`src/verilog/dssi_cfg.svh`:
```
// Purpose: Register offsets, field positions and reset values for the stream status block.
// Assumes: Byte addresses on a 32-bit classic Wishbone bus.
// Notes: Definitions only.
`ifndef DSSI_CFG_SVH
`define DSSI_CFG_SVH
`define DSSI_OFF_MASK     12'h0f0
`define DSSI_OFF_CLEAR    12'h0f4
`define DSSI_OFF_STATE    12'h0f8
`define DSSI_OFF_ENABLE   12'h0fc
`define DSSI_DONE_LSB     0
`define DSSI_FAULT_LSB    4
`define DSSI_BUSY_LSB     8
`define DSSI_MASK_RST     8'h00
`define DSSI_FLAG_RST     8'h00
`define DSSI_ENABLE_RST   4'h0
`define DSSI_NSTREAM      4
`endif

```
`src/verilog/dssi_pkg.sv`:
```
// Purpose: Types shared by the stream status block.
// Assumes: Four streams.
// Notes: Stream life cycle states are one-hot.
package dssi_pkg;
  typedef enum logic [2:0] {
    DSSI_IDLE  = 3'b001,
    DSSI_RUN   = 3'b010,
    DSSI_FAULT = 3'b100
  } dssi_state_t;
endpackage : dssi_pkg

```
`src/verilog/dssi_stream.sv`:
```
// Purpose: Life cycle of one stream: enable, busy, completion and fault.
// Assumes: Events from the transfer engine are one-cycle pulses on ref_clk.
// Notes: Enable is held here so that hardware can drop it.
`include "dssi_cfg.svh"
module dssi_stream
  import dssi_pkg::*;
(
  input  wire logic ref_clk,
  input  wire logic rst,
  input  wire logic sw_set_en,
  input  wire logic sw_clr_en,
  input  wire logic xfer_done,
  input  wire logic xfer_fault,
  output logic      enable_r,
  output logic      busy,
  output logic      done_evt,
  output logic      fault_evt,
  output logic      abort
);
  dssi_state_t state_r;
  dssi_state_t state_nxt;
  logic        en_nxt;

  assign busy      = (state_r == DSSI_RUN);
  assign done_evt  = busy && xfer_done && !xfer_fault;
  assign fault_evt = busy && xfer_fault;
  assign abort     = busy && sw_clr_en;

  always_comb begin
    state_nxt = state_r;
    en_nxt    = enable_r;
    case (state_r)
      DSSI_IDLE: begin
        if (sw_set_en) begin
          en_nxt    = 1'b1;
          state_nxt = DSSI_RUN;
        end
      end
      DSSI_RUN: begin
        if (xfer_fault) begin
          // Stream stays off after a bus error until software enables it again.
          en_nxt    = 1'b0;
          state_nxt = DSSI_FAULT;
        end else if (sw_clr_en || xfer_done) begin
          // Hardware drops enable at the end; a software drop resets the stream.
          en_nxt    = 1'b0;
          state_nxt = DSSI_IDLE;
        end
      end
      DSSI_FAULT: begin
        if (sw_set_en) begin
          en_nxt    = 1'b1;
          state_nxt = DSSI_RUN;
        end
      end
      default: begin
        en_nxt    = 1'b0;
        state_nxt = DSSI_IDLE;
      end
    endcase
  end

  always_ff @(posedge ref_clk) begin
    if (rst) begin
      state_r  <= DSSI_IDLE;
      enable_r <= 1'b0;
    end else begin
      state_r  <= state_nxt;
      enable_r <= en_nxt;
    end
  end
endmodule : dssi_stream

```
`src/verilog/dssi_top.sv`:
```
// Purpose: Status flags, clear, mask and combined interrupt for a four-stream DMA controller.
// Assumes: Classic Wishbone slave, 32-bit data, one clock, synchronous reset.
// Notes: Ack comes one cycle after a request is seen; unmapped addresses read zero and ignore writes.
//
// Register access over Wishbone was chosen for this implementation.
`include "dssi_cfg.svh"
module dssi_top
  import dssi_pkg::*;
(
  input  wire logic        ref_clk,
  input  wire logic        rst,
  input  wire logic        wb_cyc_i,
  input  wire logic        wb_stb_i,
  input  wire logic        wb_we_i,
  input  wire logic [11:0] wb_adr_i,
  input  wire logic [3:0]  wb_sel_i,
  input  wire logic [31:0] wb_dat_i,
  output logic [31:0]      wb_dat_o,
  output logic             wb_ack_o,
  input  wire logic [3:0]  xfer_done,
  input  wire logic [3:0]  xfer_fault,
  output logic [3:0]       stream_enable,
  output logic [3:0]       stream_abort,
  output logic             dma_irq
);
  logic [7:0]  mask_r;
  logic [3:0]  done_flag_r;
  logic [3:0]  fault_flag_r;
  logic        ack_r;
  logic [31:0] rdat_r;
  logic [3:0]  busy;
  logic [3:0]  done_evt;
  logic [3:0]  fault_evt;
  logic [3:0]  en_q;

  wire         req       = wb_cyc_i && wb_stb_i && !ack_r;
  wire         wr        = req && wb_we_i;
  wire         lane0     = wb_sel_i[0];
  wire         hit_mask  = (wb_adr_i == `DSSI_OFF_MASK);
  wire         hit_clear = (wb_adr_i == `DSSI_OFF_CLEAR);
  wire         hit_state = (wb_adr_i == `DSSI_OFF_STATE);
  wire         hit_en    = (wb_adr_i == `DSSI_OFF_ENABLE);
  wire         wr_mask   = wr && hit_mask && lane0;
  // A clear write is only a pulse; nothing of it is stored.
  wire [7:0]   clr_bits  = (wr && hit_clear && lane0) ? wb_dat_i[7:0] : 8'h00;
  wire [3:0]   clr_fault = clr_bits[`DSSI_FAULT_LSB +: 4];
  wire [3:0]   clr_done  = clr_bits[`DSSI_DONE_LSB +: 4];
  wire         wr_en     = wr && hit_en && lane0;
  wire [3:0]   set_en    = wr_en ? (wb_dat_i[3:0] & ~en_q) : 4'h0;
  wire [3:0]   drop_en   = wr_en ? (~wb_dat_i[3:0] & en_q) : 4'h0;
  // Busy bits, flags and zeroed upper bits form the status word.
  wire [31:0]  state_word = {20'h00000, busy, fault_flag_r, done_flag_r};
  wire [31:0]  rd_mux =
    hit_mask  ? {24'h000000, mask_r} :
    hit_state ? state_word :
    hit_en    ? {28'h0000000, en_q} :
    32'h00000000;
  wire [7:0]   flags    = {fault_flag_r, done_flag_r};
  wire [7:0]   flag_rst = `DSSI_FLAG_RST;

  genvar g;
  generate
    for (g = 0; g < `DSSI_NSTREAM; g = g + 1) begin : g_stream
      dssi_stream u_stream (
        .ref_clk    (ref_clk),
        .rst        (rst),
        .sw_set_en  (set_en[g]),
        .sw_clr_en  (drop_en[g]),
        .xfer_done  (xfer_done[g]),
        .xfer_fault (xfer_fault[g]),
        .enable_r   (en_q[g]),
        .busy       (busy[g]),
        .done_evt   (done_evt[g]),
        .fault_evt  (fault_evt[g]),
        .abort      (stream_abort[g])
      );
    end
  endgenerate

  assign stream_enable = en_q;
  assign wb_ack_o      = ack_r;
  assign wb_dat_o      = rdat_r;
  // Only unmasked flags reach the single interrupt line.
  assign dma_irq       = |(flags & mask_r);

  always_ff @(posedge ref_clk) begin
    if (rst) begin
      ack_r  <= 1'b0;
      rdat_r <= 32'h00000000;
    end else begin
      ack_r  <= req;
      rdat_r <= (req && !wb_we_i) ? rd_mux : 32'h00000000;
    end
  end

  always_ff @(posedge ref_clk) begin
    if (rst) begin
      mask_r <= `DSSI_MASK_RST;
    end else if (wr_mask) begin
      mask_r <= wb_dat_i[7:0];
    end
  end

  // Zero bits in a clear keep the flag; a same-cycle event wins over a clear.
  always_ff @(posedge ref_clk) begin
    if (rst) begin
      done_flag_r  <= flag_rst[3:0];
      fault_flag_r <= flag_rst[7:4];
    end else begin
      done_flag_r  <= (done_flag_r & ~clr_done) | done_evt;
      fault_flag_r <= (fault_flag_r & ~clr_fault) | fault_evt;
    end
  end
endmodule : dssi_top
```
`config.mk`:
```
export PLATFORM = sky130hd
export DESIGN_NAME = dssi_top
export DESIGN_NICKNAME = d
export VERILOG_FILES = /design/src/verilog/dssi_pkg.sv /design/src/verilog/dssi_stream.sv /design/src/verilog/dssi_top.sv
export VERILOG_INCLUDE_DIRS = /design/src /design/src/verilog
export SDC_FILE = /design/constraint.sdc
export NUM_CORES = 1
export LEC_CHECK = 0
export ABC_AREA = 0
export BUFFER_PORTS_ARGS = -buffer_cell sky130_fd_sc_hd__clkbuf_2
export CELL_PAD_IN_SITES_DETAIL_PLACEMENT = 1
export CELL_PAD_IN_SITES_GLOBAL_PLACEMENT = 1
export CORE_MARGIN = 2
export CORE_UTILIZATION = 34
export DETAILED_ROUTE_END_ITERATION = 7
export PLACE_DENSITY = 0.84
export SYNTH_ARGS = -nofsm -noshare
export SYNTH_HDL_FRONTEND = slang
export SYNTH_SLANG_ARGS = --single-unit
```
`constraint.sdc`:
```
create_clock -name ref_clk -period 2 [get_ports ref_clk]
set_input_delay 0.1 -clock ref_clk [delete_from_list [all_inputs] [get_ports ref_clk]]
set_output_delay 0.1 -clock ref_clk [all_outputs]
set_load 0.01 [all_outputs]
```
# Word-level counts from Yosys, hierarchy flattened
# Index checks and enable logic that the tools add are counted.
# totals
regBits	65
latch_bits	0
ramBits	0
romBits	0
input_bits	61
out_inout_bits	42
word_cells	137
n_memories	0
# op_classes
addsub	0
multipliers	0
div	0
n_lt_le_gt_ge	0
n_eq_ne	24
shifts	0
n_mux	38
bitwise_logic	12
n_reduce_logical	48
# op_table
op	n
$eq A12 B8 Y1 const B	4
$mux W3	12
$logic_and A1 B1 Y1	26
$pmux W3 S2	4
$and A4 B4 Y4	4
$mux W8	2
$not A4 Y4	4
$eq A3 B1 Y1 const B	4
$eq A3 B2 Y1 const B	4
$eq A3 B3 Y1 const B	4
$mux W1	12
$mux W12	1
$mux W4	3
$ne A3 B3 Y1 const B	4
$reduce_or A2 Y1	5
$and A8 B8 Y8	1
$ne A2 B1 Y1 const B	4
$or A4 B4 Y4	2
$pmux W1 S2	4
$reduce_and A2 Y1	4
$reduce_or A8 Y1	1
$logic_not A1 Y1	6
$logic_or A1 B1 Y1	4
$reduce_or A4 Y1	1
2 further kinds	2

# Longest topological paths before layout
# logic_depth
depth_word	10
depth_mapped	8
mapped_depth_nobuf	5

# Cells and area by module
# Synthesis repeated with hierarchy kept, for this count alone.
# unflattened
hier_cells	259
area_unflattened_um2	2432.3
# modules_own_cells
module	n_inst	cells_per_inst	area_each_um2	seq_area_each_um2
dssi_top	1	151	1456.4	580.6
dssi_stream	4	27	244.0	80.1

# Worst setup path before layout
# No wires, ideal clock.
# synth_timing
kind	register -> register
from	register ack_r (netlist: wb_ack_o)
to	register g_stream[1].u_stream.state_r[0]
setup_ps	136
t_arrival_ps	1716
required_ps	1864
path_slack_ps	148
stages_incl_launch_ff	7
n_path_buf	1
period_less_slack_ps	1852
cell_sequence	dfxtp_1 nand3b_1 or3_1 or2_1 clkbuf_1 o311ai_1 o211ai_1
# synth_via
elab_chain_len	9
word_cells_on_any_way	11
cone_classes	eq/ne (2); mux (2); reduce/logical (7)
# synth_lines
item	line_no	source
start: declaration	dssi_top.sv:29	logic ack_r;
start signal: assignment	dssi_top.sv:91	ack_r <= req;
$logic_not A1 Y1 *	dssi_top.sv:36	wire req = wb_cyc_i && wb_stb_i && !ack_r;
$logic_and A1 B1 Y1 *	dssi_top.sv:36	
$logic_and A1 B1 Y1 *	dssi_top.sv:37	wire wr = req && wb_we_i;
$logic_and A1 B1 Y1 * (2 in series)	dssi_top.sv:48	wire wr_en = wr && hit_en && lane0;
$mux W4	dssi_top.sv:50	wire [3:0] drop_en = wr_en ? (~wb_dat_i[3:0] & en_q) : 4'h0;
$logic_or A1 B1 Y1	dssi_stream.sv:44	end else if (sw_clr_en || xfer_done) begin
$ne A3 B3 Y1 (no source line)	--	
$reduce_and A2 Y1 (no source line) *	--	
end signal: assignment	dssi_stream.sv:68	state_r <= state_nxt;
end: declaration	dssi_stream.sv:20	dssi_state_t state_r;
# Mark *: on every way between the ends. The rest lies on a longest branch, timed or not.
# A chain may end at the register's enable or synchronous reset.

# Final worst setup path
# layout_timing
from	register ack_r (netlist: wb_ack_o)
to	output port stream_abort[2]
# layout_via
elab_chain_len	7
# layout_lines
item	line_no	source
$logic_not A1 Y1	dssi_top.sv:36	
$logic_and A1 B1 Y1	dssi_top.sv:36	
$logic_and A1 B1 Y1	dssi_top.sv:37	
$logic_and A1 B1 Y1 (2 in series)	dssi_top.sv:48	
$mux W4	dssi_top.sv:50	
$logic_and A1 B1 Y1	dssi_stream.sv:27	assign abort = busy && sw_clr_en;
end: declaration	dssi_top.sv:23	output logic [3:0] stream_abort,
# Every way passes these cells.

==> flow_metrics.py <==
metrics = {
    "grt": {
        "global_route.usage.met1": 0.226,
        "gr_util_met3": 0.0444,
        "grt_busiest_layer": "met2",
        "globalRouteOverflowTotal": 0,
        "antenna_violations_before_repair": 0,
        "maximum_number_of_pins_on_one_net_before_global_route_repair": 22,
        "groute.layer.met2.usage": 0.354,
        "grt_first_pass_wirelength_um": 12500,
        "first_global_vias": 2552,
        "grt_util_all_layers": 0.194,
    },
    "sta": {
        "final_hold_viol_count": 0,
        "fin_ws_ns": -0.0114,
        "final.setup_skew_ns": 0.00429,
        "timing.final.crit_share": 1.01,
        "timing.final.setup_violations": 1,
        "rsz0062_at_grt": "yes",
        "layout_min_cycle_time_ns": 2.01,
        "maxSlewViolCount": 0,
        "fmax_mhz": 497,
        "fin_hold_ws_ns": 0.0580,
    },
    "setup_path": {
        "critical_path.startpoint_type": "flop",
        "critical_path.n_buffers_inverters": 1,
        "critPathMaxStageDelay_ns": 0.36,
        "kind_of_end_point_of_the_critical_path": "output pin",
        "crit_path_cell_trace": "nand3b_1 -> or3_4 -> or2_4 -> nor2_4 -> and3_1 -> buf_2",
        "biggest_fanout_along_the_worst_timing_path": 8,
        "r2r.worst_path.cells": 5,
        "path_class": "reg2out",
        "category_of_cells_accounting_for_the_largest_share_of_critical_path_delay": "simple AND/OR/NAND/NOR gates",
        "critical-path-slowest-cell": "sky130_fd_sc_hd__or3_4",
        "worst-endpoint-arrival_ns": 1.91,
        "critical_path_required_ns": 1.90,
        "worst-path-stages": 6,
    },
    "detailed_routing": {
        "initialDrtViolationCount": 58,
        "firstDrtPassIters": 4,
        "route.vias.total": 2429,
        "route.detailed.drc": 0,
        "viasPerCell": 5.26,
        "drtAntennaViolNets": 0,
        "wl_per_cell_um": 16.5,
        "postRouteWirelength_um": 7640,
    },
    "finish": {
        "diodes": 0,
        "final_net_count": 425,
        "layout_cell_share_with_drive_strength_beyond_1": 0.303,
        "stdcell_area_sq_um": 3050,
        "areaGrowthSynthToFinish_pct": 21.4,
        "nFillCells": 916,
        "finish.utilization": 0.423,
    },
    "synth": {
        "synthMostInstantiatedCell": "sky130_fd_sc_hd__dfxtp_1",
        "ys_ff_latch": 45,
        "synth_top_cells_by_count": "sky130_fd_sc_hd__dfxtp_1, sky130_fd_sc_hd__nor2_1, sky130_fd_sc_hd__buf_4",
        "postSynthAreaPerCell_sq_um": 8.35,
        "netlist.area_leader.share": 0.358,
        "ys_async_sr_fraction": 0,
        "post_synth_num_cell_types": 50,
        "number_of_enable_type_register_cells_in_the_synthesized_netlist": 0,
        "syn_area_sq_um": 2510,
        "ys.warnings.count": 0,
        "yosys_most_used_dff": "sky130_fd_sc_hd__dfxtp_1",
        "synthTopCellsByArea": "sky130_fd_sc_hd__dfxtp_1, sky130_fd_sc_hd__buf_4, sky130_fd_sc_hd__nor2_1",
        "post-synth-top-area-cell": "sky130_fd_sc_hd__dfxtp_1",
        "syn-instance-count": 301,
        "fraction_of_the_yosys_area_taken_by_sequential_cells": 0.358,
    },
    "placement": {
        "hpwlAfterDp_um": 5750,
        "placement.setup.worst_slack_ns": -0.00856,
        "portBuffers": 55,
        "finalWeightedCongestion": 0.809,
        "dpl_cell_area_sq_um": 2860,
    },
    "clocking": {
        "clkLatencyLatePin_ns": 0.30,
        "cts.sink_count": 45,
        "cts_buffers": 5,
        "cts_tree": "yes",
        "cts-root-buf": "sky130_fd_sc_hd__clkbuf_8",
        "postCtsHoldBufs": 0,
        "max-clock-path-buffers": 2,
        "h-tree-depth": 2,
        "clock_input_transition_at_the_sequential_cells_of_the_worst_setup_and_hold_paths_ns": 0.08,
    },
    "status": {
        "run_status": "finished, violations left",
        "failed_checks": "negative setup slack",
    },
    "floorplanning": {
        "die_height_um": 90.0,
        "die_x_um": 90.0,
        "fp-row-count": 31,
        "design.die.area_sq_um": 8100,
        "io-pin-count": 103,
        "initial_utilization": 0.348,
        "design.core.area_sq_um": 7210,
    },
    "hold_path": {
        "worst_hold_path.num_cells": 3,
        "worstHoldPathType": "in2reg",
    },
    "power_and_ir_drop": {
        "power.ir.vdd_worst_mv": 0.244,
        "pwr_density_cell_nw_per_um2": 546,
        "cellLeakagePower_nw": 1.24,
    },
    "run": {
        "cap_viol_max_count": 0,
    },
}
-- area by class of cell --
| class | instances | area [sq um] | share of cell area |
|---|---|---|---|
| clock buffers | 5 | 68.8 | 0.0226 |
| clock inverters | 1 | 5.00 | 0.00164 |
| inverters | 13 | 48.8 | 0.0160 |
| multi-input cells | 225 | 1490 | 0.487 |
| flip-flops and latches | 45 | 901 | 0.295 |
| well taps | 99 | 124 | 0.0406 |
| repair buffers | 74 | 418 | 0.137 |
-- cells by family after synthesis --
kind of cell | synth area share
compound gates | 0.198
xor+xnor | 0.0139
buf+inv | 0.117
flops | 0.358
mux | 0.0518
other cells | 0.00149
simple gates | 0.260
-- metrics by stage --
step | power, W | std cells | TNS, ns
after CTS | 0.00167 | 461 | -0.0701
after floorplan | 0.00108 | 320 | 0
final | 0.00167 | 462 | -0.0114
after global routing | 0.00173 | 462 | -0.127
after global placement | 0.00113 | 453 | 0
after detailed placement | 0.00114 | 453 | -0.00856
-- worst paths after layout --
path / start / end / slack [ns]
setup / recovery: wb_ack_o / stream_abort[2] / -0.01
hold / removal: wb_dat_i[6] / mask_r[6] / 0.06
setup reg to reg: g_stream[0].u_stream.state_r[2] / g_stream[0].u_stream.state_r[2] / 0.11
hold reg to reg: fault_flag_r[3] / fault_flag_r[3] / 0.51
-- cells in the final DEF (no fill, tap or decap), types with 3 or more instances in the layout --
cell type                  netlist  routed
sky130_fd_sc_hd__a22oi_1         4       4
sky130_fd_sc_hd__nand3b_1        3       3
sky130_fd_sc_hd__a21oi_1        22      22
sky130_fd_sc_hd__conb_1          1      20
sky130_fd_sc_hd__nor3b_1         5       5
sky130_fd_sc_hd__and3_1          4       4
sky130_fd_sc_hd__xnor2_1         3       3
sky130_fd_sc_hd__or3_1           5       3
sky130_fd_sc_hd__nor4_2          1       3
sky130_fd_sc_hd__nand2b_1        5       5
sky130_fd_sc_hd__inv_1          13      13
sky130_fd_sc_hd__nor2_1         40      38
sky130_fd_sc_hd__o211a_1         4       4
sky130_fd_sc_hd__nand3_1         6       6
sky130_fd_sc_hd__or3b_2          3       3
sky130_fd_sc_hd__dfxtp_1        45      45
sky130_fd_sc_hd__o21ai_0        22      22
sky130_fd_sc_hd__a211oi_1        3       3
sky130_fd_sc_hd__clkbuf_8        0       5
sky130_fd_sc_hd__o211ai_1        6       6
sky130_fd_sc_hd__clkbuf_2        0      52
sky130_fd_sc_hd__buf_4          28      19
sky130_fd_sc_hd__buf_2           1       3
sky130_fd_sc_hd__nand2_1        14      14
sky130_fd_sc_hd__or2_2           4       4
sky130_fd_sc_hd__nor4_4          2       4
sky130_fd_sc_hd__mux2i_1        13      13
-- tightest hold or removal path, cell delays in order --
cell	delay, ns
sky130_fd_sc_hd__clkbuf_2	0.09
sky130_fd_sc_hd__mux2i_1	0.06
sky130_fd_sc_hd__nor2_1	0.07
-- repair_timing --
action	CTS	global route
setup buffers	2	1
resized for setup	8	12
endpoints found under the setup margin	6	13
pin swaps	3	2
-- state kept, by name, summed over array words and instances (netlist names) --
name	count
wb_dat_o	12
wb_ack_o	1
done_flag_r	4
fault_flag_r	4
mask_r	8
g_stream.u_stream.state_r	12
g_stream.u_stream.enable_r	4
-- power breakdown --
part | switching (W) | internal [W]
Sequential | 0.0000175 | 0.000908
Clock | 0.000304 | 0.000230
Combinational | 0.000132 | 0.0000738
-- routing by layer --
layer	wire length, um	up-vias
met4	132	0
li1	-	1158
met5	0	-
met2	3880	71
met3	406	13
met1	3220	1187
Note: power is estimated with default switching activity, not from simulation.
